==> config.mk <==
export PLATFORM = sky130hd
export DESIGN_NAME = wpc_wake_power_control
export DESIGN_NICKNAME = d
export VERILOG_FILES = /design/src/wpc_pkg.sv /design/src/wpc_wake_power_control.sv
export VERILOG_INCLUDE_DIRS = /design/src
export SDC_FILE = /design/constraint.sdc
export NUM_CORES = 1
export LEC_CHECK = 0
export ABC_AREA = 1
export ABC_CLOCK_PERIOD_IN_PS = 1300
export BUFFER_PORTS_ARGS = -buffer_cell sky130_fd_sc_hd__buf_2
export CORE_UTILIZATION = 39
export DETAILED_ROUTE_END_ITERATION = 10
export PLACE_DENSITY = 0.85
export RECOVER_POWER = 25
export SYNTH_ARGS = -nofsm -noshare
export SYNTH_HDL_FRONTEND = slang
export SYNTH_SLANG_ARGS = --single-unit
==> constraint.sdc <==
create_clock -name ref_clk -period 1.3 [get_ports ref_clk]
set_input_delay 0.39 -clock ref_clk [delete_from_list [all_inputs] [get_ports ref_clk]]
set_output_delay 0.39 -clock ref_clk [all_outputs]
set_load 0.05 [all_outputs]
==> src/wpc_cfg.svh <==
/*
 * constants for the wake and power control register block.
 * assumes inclusion by the package and the block module only.
 */
`ifndef WPC_CFG_SVH
`define WPC_CFG_SVH

`define WPC_ADDR_W          16
`define WPC_OFF_CTRL        16'h5800
`define WPC_OFF_IRQ_STATUS  16'h5900
`define WPC_OFF_IRQ_MASK    16'h5904

`define WPC_BIT_APM_EN      0
`define WPC_BIT_PM_EN       1
`define WPC_BIT_PM_FLAG     2
`define WPC_BIT_APM_SIG     3
`define WPC_BIT_DYN_PD      28
`define WPC_BIT_FREQ_LO     29
`define WPC_BIT_FREQ_HI     30
`define WPC_BIT_SMART_PD    31

`define WPC_RST_BIT         1'h0
`define WPC_RST_FREQ        2'h0
`define WPC_ZERO32          32'h0000_0000
`define WPC_SYNC_IDLE       5'h08
`define WPC_BRST_IDLE       1'h1

`define WPC_IRQ_W           2
`define WPC_IRQ_WAKE        0
`define WPC_IRQ_APM         1

`endif

==> src/wpc_pkg.sv <==
/*
 * types for the wake and power control register block.
 * assumes wpc_cfg.svh holds every number.
 */
`include "wpc_cfg.svh"

package wpc_pkg;
  typedef logic [1:0] wpc_freq_t;
  typedef logic [`WPC_IRQ_W-1:0] wpc_irq_t;
endpackage

==> src/wpc_wake_power_control.sv <==
/*
 * wake and power control register with event flag, pme output,
 * power-down and clock-rate selects, and a small interrupt block.
 * assumes bus strobes and wake pulses are on ref_clk; power-good,
 * bus reset, aux power and the eeprom defaults are asynchronous pins.
 */
// How it works
// - Low power-good puts the register back to its initial value.
// - Without aux power a bus reset release also resets it.
// - The apm enable bit opens the advanced wakeup path.
// - Bit 1 is a read/write alias of the bus event-enable bit.
// - Bit 2 is set by any wakeup and mirrors the bus event flag.
// - Writing one to bit 2 clears the flag; zero leaves it.
// - Bit 3 plus apm enable lets a pattern match set flag and pme.
// - Bit 3 takes its initial value from the eeprom.
// - Bit 28 turns on dynamic powerdown, reset zero.
// - Bit 29 allows half rate at gigabit on a 33 MHz bus.
// - Bit 30 allows quarter rate at other link rates.
// - Both bits zero leaves the rate to the frequency selects.
// - Bit 31 puts the mac into smart powerdown.
// - The frequency field takes its initial value from the eeprom.
`timescale 1ns/1ps
`include "wpc_cfg.svh"

module wpc_wake_power_control
  import wpc_pkg::*;
(
  input  wire logic                   ref_clk,
  input  wire logic                   rst,
  input  wire logic [`WPC_ADDR_W-1:0] addr,
  input  wire logic [31:0]            wdata,
  input  wire logic                   wr_en,
  input  wire logic                   rd_en,
  output logic      [31:0]            rdata,
  input  wire logic                   lan_power_good,
  input  wire logic                   bus_rst_n,
  input  wire logic                   aux_power,
  input  wire logic                   ee_apm_sig,
  input  wire logic [1:0]             ee_freq,
  input  wire logic                   cfg_pm_en_wr,
  input  wire logic                   cfg_pm_en_val,
  input  wire logic                   cfg_pm_flag_clr,
  input  wire logic                   wake_event,
  input  wire logic                   pattern_match,
  input  wire logic                   bus_is_33mhz,
  input  wire logic                   link_is_gig,
  input  wire logic [1:0]             mac_freq_sel,
  output logic                        pm_event_enable,
  output logic                        pm_event_flag,
  output logic                        pme_n,
  output logic                        dyn_powerdown,
  output logic                        smart_powerdown,
  output logic      [1:0]             mac_clk_div,
  output logic                        irq
);

  // pin synchronisers: power-good, bus reset, aux power, eeprom straps
  logic [4:0] sync1;
  logic [4:0] sync2;
  logic [1:0] sync1_f;
  logic [1:0] sync2_f;
  logic       bus_rst_q;

  always_ff @(posedge ref_clk or posedge rst) begin
    if (rst) begin
      // bus reset flops start at idle high: no false rise after rst
      sync1     <= `WPC_SYNC_IDLE;
      sync2     <= `WPC_SYNC_IDLE;
      sync1_f   <= 2'h0;
      sync2_f   <= 2'h0;
      bus_rst_q <= `WPC_BRST_IDLE;
    end else begin
      sync1     <= {lan_power_good, bus_rst_n, aux_power, ee_apm_sig, 1'b0};
      sync2     <= sync1;
      sync1_f   <= ee_freq;
      sync2_f   <= sync1_f;
      bus_rst_q <= sync2[3];
    end
  end

  logic pg_s;
  logic brst_s;
  logic aux_s;
  logic ee_apm_s;
  logic reg_reset;
  assign pg_s     = sync2[4];
  assign brst_s   = sync2[3];
  assign aux_s    = sync2[2];
  assign ee_apm_s = sync2[1];

  assign reg_reset = !pg_s || (!aux_s && brst_s && !bus_rst_q);

  // register fields
  logic      apm_wake_enable;
  logic      apm_wake_signal_enable;
  wpc_freq_t auto_freq;
  wpc_irq_t  irq_status;
  wpc_irq_t  irq_mask;
  logic      next_apm_wake_enable;
  logic      next_pm_event_enable;
  logic      next_pm_event_flag;
  logic      next_apm_wake_signal_enable;
  logic      next_dyn_powerdown;
  wpc_freq_t next_auto_freq;
  logic      next_smart_powerdown;
  logic      next_pme_n;
  wpc_irq_t  next_irq_status;
  wpc_irq_t  next_irq_mask;
  logic      next_irq;
  logic [1:0] next_mac_clk_div;
  logic [31:0] next_rdata;
  logic [31:0] ctrl_view;
  logic      apm_hit;
  logic      wr_ctrl;

  assign wr_ctrl = wr_en && (addr == `WPC_OFF_CTRL);
  // pattern match gated by both enables
  assign apm_hit = pattern_match && apm_wake_enable && apm_wake_signal_enable;

  always_comb begin
    ctrl_view = `WPC_ZERO32;
    ctrl_view[`WPC_BIT_APM_EN]   = apm_wake_enable;
    ctrl_view[`WPC_BIT_PM_EN]    = pm_event_enable;
    ctrl_view[`WPC_BIT_PM_FLAG]  = pm_event_flag;
    ctrl_view[`WPC_BIT_APM_SIG]  = apm_wake_signal_enable;
    ctrl_view[`WPC_BIT_DYN_PD]   = dyn_powerdown;
    ctrl_view[`WPC_BIT_FREQ_HI:`WPC_BIT_FREQ_LO] = auto_freq;
    ctrl_view[`WPC_BIT_SMART_PD] = smart_powerdown;
  end

  always_comb begin
    next_apm_wake_enable        = apm_wake_enable;
    next_pm_event_enable        = pm_event_enable;
    next_pm_event_flag          = pm_event_flag;
    next_apm_wake_signal_enable = apm_wake_signal_enable;
    next_dyn_powerdown          = dyn_powerdown;
    next_auto_freq              = auto_freq;
    next_smart_powerdown        = smart_powerdown;
    next_irq_mask               = irq_mask;
    next_irq_status             = irq_status;
    if (reg_reset) begin
      next_apm_wake_enable        = `WPC_RST_BIT;
      next_pm_event_enable        = `WPC_RST_BIT;
      next_pm_event_flag          = `WPC_RST_BIT;
      next_apm_wake_signal_enable = ee_apm_s;
      next_dyn_powerdown          = `WPC_RST_BIT;
      next_auto_freq              = sync2_f;
      next_smart_powerdown        = `WPC_RST_BIT;
    end else begin
      if (wr_ctrl) begin
        next_apm_wake_enable        = wdata[`WPC_BIT_APM_EN];
        next_pm_event_enable        = wdata[`WPC_BIT_PM_EN];
        next_apm_wake_signal_enable = wdata[`WPC_BIT_APM_SIG];
        next_dyn_powerdown          = wdata[`WPC_BIT_DYN_PD];
        next_auto_freq = wdata[`WPC_BIT_FREQ_HI:`WPC_BIT_FREQ_LO];
        next_smart_powerdown        = wdata[`WPC_BIT_SMART_PD];
      end
      if (cfg_pm_en_wr) begin
        next_pm_event_enable = cfg_pm_en_val;
      end
      if ((wr_ctrl && wdata[`WPC_BIT_PM_FLAG]) || cfg_pm_flag_clr) begin
        next_pm_event_flag = 1'b0;
      end
      if (wake_event || apm_hit) begin
        next_pm_event_flag = 1'b1;
      end
    end
    if (wr_en && addr == `WPC_OFF_IRQ_MASK) begin
      next_irq_mask = wdata[`WPC_IRQ_W-1:0];
    end
    if (wr_en && addr == `WPC_OFF_IRQ_STATUS) begin
      next_irq_status = irq_status & ~wdata[`WPC_IRQ_W-1:0];
    end
    if (wake_event || apm_hit) begin
      next_irq_status[`WPC_IRQ_WAKE] = 1'b1;
    end
    if (apm_hit) begin
      next_irq_status[`WPC_IRQ_APM] = 1'b1;
    end
    next_irq = |(next_irq_status & next_irq_mask);
    // pme asserted while flag and enable, or flag with both apm enable bits set
    next_pme_n = !((next_pm_event_flag && next_pm_event_enable) ||
                   (next_pm_event_flag && next_apm_wake_signal_enable &&
                    next_apm_wake_enable));
    if (next_auto_freq == `WPC_RST_FREQ) begin
      next_mac_clk_div = mac_freq_sel;
    end else if (link_is_gig) begin
      next_mac_clk_div = (next_auto_freq[0] && bus_is_33mhz) ? 2'h1 : 2'h0;
    end else begin
      next_mac_clk_div = next_auto_freq[1] ? 2'h2 : 2'h0;
    end
    next_rdata = `WPC_ZERO32;
    if (rd_en) begin
      case (addr)
        `WPC_OFF_CTRL:       next_rdata = ctrl_view;
        `WPC_OFF_IRQ_STATUS: next_rdata = {30'h0, irq_status};
        `WPC_OFF_IRQ_MASK:   next_rdata = {30'h0, irq_mask};
        default:             next_rdata = `WPC_ZERO32;
      endcase
    end
  end

  always_ff @(posedge ref_clk or posedge rst) begin
    if (rst) begin
      apm_wake_enable        <= 1'b0;
      pm_event_enable        <= 1'b0;
      pm_event_flag          <= 1'b0;
      apm_wake_signal_enable <= 1'b0;
      dyn_powerdown          <= 1'b0;
      auto_freq              <= 2'h0;
      smart_powerdown        <= 1'b0;
      pme_n                  <= 1'b1;
      irq_status             <= 2'h0;
      irq_mask               <= 2'h0;
      irq                    <= 1'b0;
      mac_clk_div            <= 2'h0;
      rdata                  <= 32'h0000_0000;
    end else begin
      apm_wake_enable        <= next_apm_wake_enable;
      pm_event_enable        <= next_pm_event_enable;
      pm_event_flag          <= next_pm_event_flag;
      apm_wake_signal_enable <= next_apm_wake_signal_enable;
      dyn_powerdown          <= next_dyn_powerdown;
      auto_freq              <= next_auto_freq;
      smart_powerdown        <= next_smart_powerdown;
      pme_n                  <= next_pme_n;
      irq_status             <= next_irq_status;
      irq_mask               <= next_irq_mask;
      irq                    <= next_irq;
      mac_clk_div            <= next_mac_clk_div;
      rdata                  <= next_rdata;
    end
  end

endmodule

# Word level (Yosys, flattened, before mapping)
# Index checks and enable logic that the tools add are counted.
dict set report totals {
  out_inout_bits 40
  inputBits 67
  ff_bits 61
}
dict set report op_classes {
  n_eq_ne 3
  muxes 26
  bitwise 3
  reduce_logical 23
}
# cell count
set ops {}
lappend ops {{$pmux W32 S3} 1}
lappend ops {{$eq A16 B15 Y1 const B} 3}
lappend ops {{$mux W32} 1}
lappend ops {{$mux W1} 17}
lappend ops {{$mux W2} 7}
lappend ops {{$logic_and A1 B1 Y1} 12}
lappend ops {{$and A2 B2 Y2} 2}
lappend ops {{$logic_not A1 Y1} 4}
lappend ops {{$logic_or A1 B1 Y1} 4}
lappend ops {{$logic_not A2 Y1} 1}
lappend ops {{$not A2 Y2} 1}
lappend ops {{$reduce_bool A2 Y1} 1}
lappend ops {{$reduce_or A2 Y1} 1}

# Logic depth before layout (Yosys ltp)
dict set report depth {
  word_depth 11
  depth_mapped 11
  mapped_depth_nobuf 11
}

# Worst setup path before layout
# OpenSTA, ideal clock, no wires.
dict set report synth_path {
  path_type {flip-flop to flip-flop}
  from {register sync2[3]}
  to {register apm_wake_signal_enable}
  path_slack_ns -0.053
  path_stages_with_launch 6
  period_less_slack_ns 1.353
  required_time_ns 1.181
  n_path_buf 0
  arrival_time_ns 1.234
  setup_ns 0.119
  path_cell_list {dfstp_2 nand3b_1 nand2_4 inv_2 or2_2 and2_1}
}
dict set report synth_via {
  elab_chain_cells 4
}
# item line_no
set synth_lines {}
lappend synth_lines {{start, declared} wpc_wake_power_control.sv:59} ;# logic [4:0] sync2;
lappend synth_lines {{start signal, assigned} wpc_wake_power_control.sv:68} ;# sync2 <= `WPC_SYNC_IDLE;
lappend synth_lines {{start signal, assigned} wpc_wake_power_control.sv:74} ;# sync2 <= sync1;
lappend synth_lines {{$logic_and A1 B1 Y1 (2 in series)} wpc_wake_power_control.sv:91} ;# assign reg_reset = !pg_s || (!aux_s && brst_s && !bus_rst_q);
lappend synth_lines {{$logic_or A1 B1 Y1} wpc_wake_power_control.sv:91}
lappend synth_lines {{$mux W1} wpc_wake_power_control.sv:141} ;# if (reg_reset) begin
lappend synth_lines {{net next_apm_wake_signal_enable} wpc_wake_power_control.sv:102} ;# logic next_apm_wake_signal_enable;
lappend synth_lines {{end signal, assigned} wpc_wake_power_control.sv:222} ;# apm_wake_signal_enable <= next_apm_wake_signal_enable;
lappend synth_lines {{end, declared} wpc_wake_power_control.sv:95} ;# logic apm_wake_signal_enable;
# The timed path passes the listed nets, and every way through them passes these cells.
# A chain may end at the register's enable or synchronous reset.

# Worst setup path in the final report
dict set report layout_path {
  from {register sync2[3]}
  to {register mac_clk_div[0]}
}
dict set report layout_via {
  elab_chain_cells 8
}
# item line_no
set layout_lines {}
lappend layout_lines {{$logic_and A1 B1 Y1 (*) (2 in series)} wpc_wake_power_control.sv:91}
lappend layout_lines {{$logic_or A1 B1 Y1 (*)} wpc_wake_power_control.sv:91}
lappend layout_lines {{$mux W2 (*)} wpc_wake_power_control.sv:141}
lappend layout_lines {{net next_auto_freq[0]} wpc_wake_power_control.sv:104} ;# wpc_freq_t next_auto_freq;
lappend layout_lines {{$logic_and A1 B1 Y1} wpc_wake_power_control.sv:188} ;# next_mac_clk_div = (next_auto_freq[0] && bus_is_33mhz) ? 2'h1 : 2'h0;
lappend layout_lines {{$mux W1} wpc_wake_power_control.sv:188}
lappend layout_lines {{$mux W2} wpc_wake_power_control.sv:187} ;# end else if (link_is_gig) begin
lappend layout_lines {{$mux W2 (*)} wpc_wake_power_control.sv:185} ;# if (next_auto_freq == `WPC_RST_FREQ) begin
lappend layout_lines {{net next_mac_clk_div[0]} wpc_wake_power_control.sv:110} ;# logic [1:0] next_mac_clk_div;
lappend layout_lines {{end signal, assigned} wpc_wake_power_control.sv:230} ;# mac_clk_div <= next_mac_clk_div;
lappend layout_lines {{end, declared} wpc_wake_power_control.sv:53} ;# output logic [1:0] mac_clk_div,
# The timed path passes the listed nets; every way through them passes the cells marked *.

==> metrics <==
status complete, but fails checks; failing checks design-rule violations, negative setup slack; Fin. Hold Viols 0; final worst-path cycle share 107.8%; final worst slack -0.1018 ns; vias 1402; Iteration-0 DRC Markers just under 70; Rel. slew slack between 40 and 50%; Unique masters post-synth 27; Synth Cell Area roughly 1800 sq um; vias per inst approximately 4.3; Die W 70.68 microns; # nets final 338; CTS clk-pin slew, worst paths 0.07 ns; launching point of the worst reg2reg path sync2[3]$_DFF_PP1_; I/O Buffers 58; Die Y roughly 71 microns; TritonCTS buffer count 5; share of layout cells above drive strength 1 between 40% and 50%; Worst Clk Skew 0.003091 ns; CTS Hold Bufs 0; Post-Synthesis Cells between 150 and 200; global route overflow 0; clock sinks 37; hold slack a little over 0.2 ns; critical path type flip-flop to flip-flop; I/O Pins approximately 110; clk_lat worst skew approximately 0.28 ns; R2R Path End mac_clk_div[0]$_DFF_PP0_; slowest stage delay, CP 0.54 ns; Avg WL per Cell between 10 and 15 microns; Finish-stage setup viols 6; post-synthesis async set-or-reset flop share between 90% and 100%; fin cells 324; Worst setup SP type flip-flop; Starting Density approximately 41%; post-route minimum period about 1.4 ns; worst hold path startpoint bus_rst_n; Placed Cells about 310; fmax between 0.7 and 0.8 GHz; Row Count 24; dominant cell type by area after synthesis dfrtp_1; # diodes 0; Area growth syn-to-layout 28.78%; yosys warns 0; first-pass detailed-route iteration total 7; crit end category flip-flop; R2R Setup Slk -0.10 ns; Routed Antenna Nets 0; clock root cell clkbuf_8; maximum vdd ir drop roughly 0.64 mV; CP Data Required Time 1.47 ns; worst-path cell chain nand3b_1, nand2_4, inv_6, or2_1, nand3_2, inv_2, nand2_1, nand2_1; Final Slew Violations 0; core area ~4400 sq um; DRC 10; Main synth FF type dfrtp_1; RSZ-0062 raised after global routing true; Max Buffers Root-to-Sink 2; sequential share of the synthesized area between 50 and 60%; Cell Pwr Density 1069 nW/um^2; EDFF count, synth 0; max cap viols 0; CTS tree yes; vias in the first global route ~1400; initial antenna violation count 0; die area 4995 sq um; total power around 2.5 mW; Critical Path AT 1.58 ns; worst reg2reg path depth 8; global-route wire length before repair ~5900 microns; WHS Path Cells 1; post-synth top area share between 40 and 50%; worst slew pin tran ~0.86 ns; Final HPWL DP between 2000 and 3000 microns; detailed-route wire length around 3600 microns; RePlAce Congestion between 0.7 and 0.8; Synth Area per Inst roughly 9.4 sq um; critical path's slowest cell dfstp_2; Post-DP Area 2193 sq um; FF+latch count, synth 37; Final Instance Area ~2400 sq um; Min-Delay Endpoint sync1[3]$_DFF_PP1_; Hold Path Class primary input to flip-flop; fin util 53.29%; GRT Overall Usage ~15%; Max FO, Critical Path 9; cell mode on critical path nand2_1; top cells by area, synth dfrtp_1 (45%), buf_4 (9.8%), nand2_1 (6.7%), dfstp_2 (5.7%), inv_1 (5.5%); largest net degree at the start of global routing 38; P_leak between 1 and 1.5 nW; H-tree depth 2
## routing by layer
layer / share of wire (%) / track usage, % / vias to the layer above / wire length [microns]
li1: - / - / 703 / -
met3: 4.7 / 3.419 / 6 / 168
met1: 40 / 17.25 / 655 / 1409
met4: 1.4 / 5.333 / 0 / 51
met5: 0 / 0 / - / 0
met2: 54 / 28.48 / 38 / 1930
## worst max-delay path, delay by kind of cell (launching register included)
kind | cells | cell delay [ns]
buffers and inverters | 2 | 0.09
and+or+nand+nor | 6 | 0.66
DFF | 1 | 0.54
## synthesized netlist by cell type, types with 4 or more instances
cell,n
dfrtp_1,33
nand2_1,33
nor2_4,7
nand3_1,11
inv_1,27
buf_4,24
o21ai_0,5
nand3_2,4
dfstp_2,4
nor2_1,11
nand2_2,7
nor2_2,6
## what timing repair did
action	CTS	global route
setup endpoints to repair	7	22
setup buffers	2	0
pin swaps	5	4
resized for setup	8	18
## layout make-up
class	instances	area, sq um
Clock buffer	7	96.34
Clock inverter	1	5.005
Fill cell	419	2076
Inverter	30	117.6
Multi-Input combinational cell	127	730.7
Sequential cell	37	930.9
Tap cell	52	65.06
Timing Repair Buffer	70	422.9
## flip-flops by register name, summed over array words and instances, names as in the netlist, 2 cells and up
register	flops
rdata	8
sync1	4
sync2	4
auto_freq	2
sync1_f	2
mac_clk_div	2
irq_status	2
sync2_f	2
irq_mask	2
## power breakdown
group / switching, mW / total, mW / internal [mW] / leakage, nW
clock: 0.372 / 0.851 / 0.478 / 0.0542
combinational: 0.335 / 0.464 / 0.129 / 0.804
sequential: 0.0193 / 1.22 / 1.20 / 0.463
## per-stage QoR
| stage | setup slack (ns) | TNS, ns |
|---|---|---|
| after floorplan | -0.02929 | -0.02929 |
| after global placement | -0.2439 | -3.195 |
| after detailed placement | -0.2721 | -3.860 |
| after CTS | -0.1093 | -0.3342 |
| after global routing | -0.1618 | -0.5775 |
| final | -0.1018 | -0.2820 |
## logic make-up (layout without fill, tap and decap cells)
| family | after synthesis | after routing | synth area share [%] |
|---|---|---|---|
| AOI/OAI and AO/OA | 12 | 12 | 3.809 |
| buffers and inverters | 54 | 108 | 15.92 |
| DFF | 37 | 37 | 50.61 |
| other | 1 | 24 | 0.2039 |
| and+or+nand+nor | 91 | 91 | 29.46 |
## cells in the final DEF, fill, tap and decap left out, drive strengths merged
master	instances
nor3	1
clkbuf	12
a31oi	2
nand4	3
a21oi	3
conb	24
and2	1
nand2	42
o31ai	1
inv	30
nand3b	2
nand3	16
nor2	24
buf	65
dfstp	4
o21ai	6
or2	2
clkinv	1
dfrtp	33
## worst max-delay path by stage
stage / startpoint / end
after floorplan: sync2[3]$_DFF_PP1_ / mac_clk_div[0]$_DFF_PP0_
after global placement: addr[13] / mac_clk_div[0]$_DFF_PP0_
after detailed placement: addr[7] / mac_clk_div[0]$_DFF_PP0_
after CTS: sync2[3]$_DFF_PP1_ / mac_clk_div[0]$_DFF_PP0_
after global routing: sync2[3]$_DFF_PP1_ / mac_clk_div[0]$_DFF_PP0_
final: sync2[3]$_DFF_PP1_ / mac_clk_div[0]$_DFF_PP0_
(Power assumes the default switching activity.)
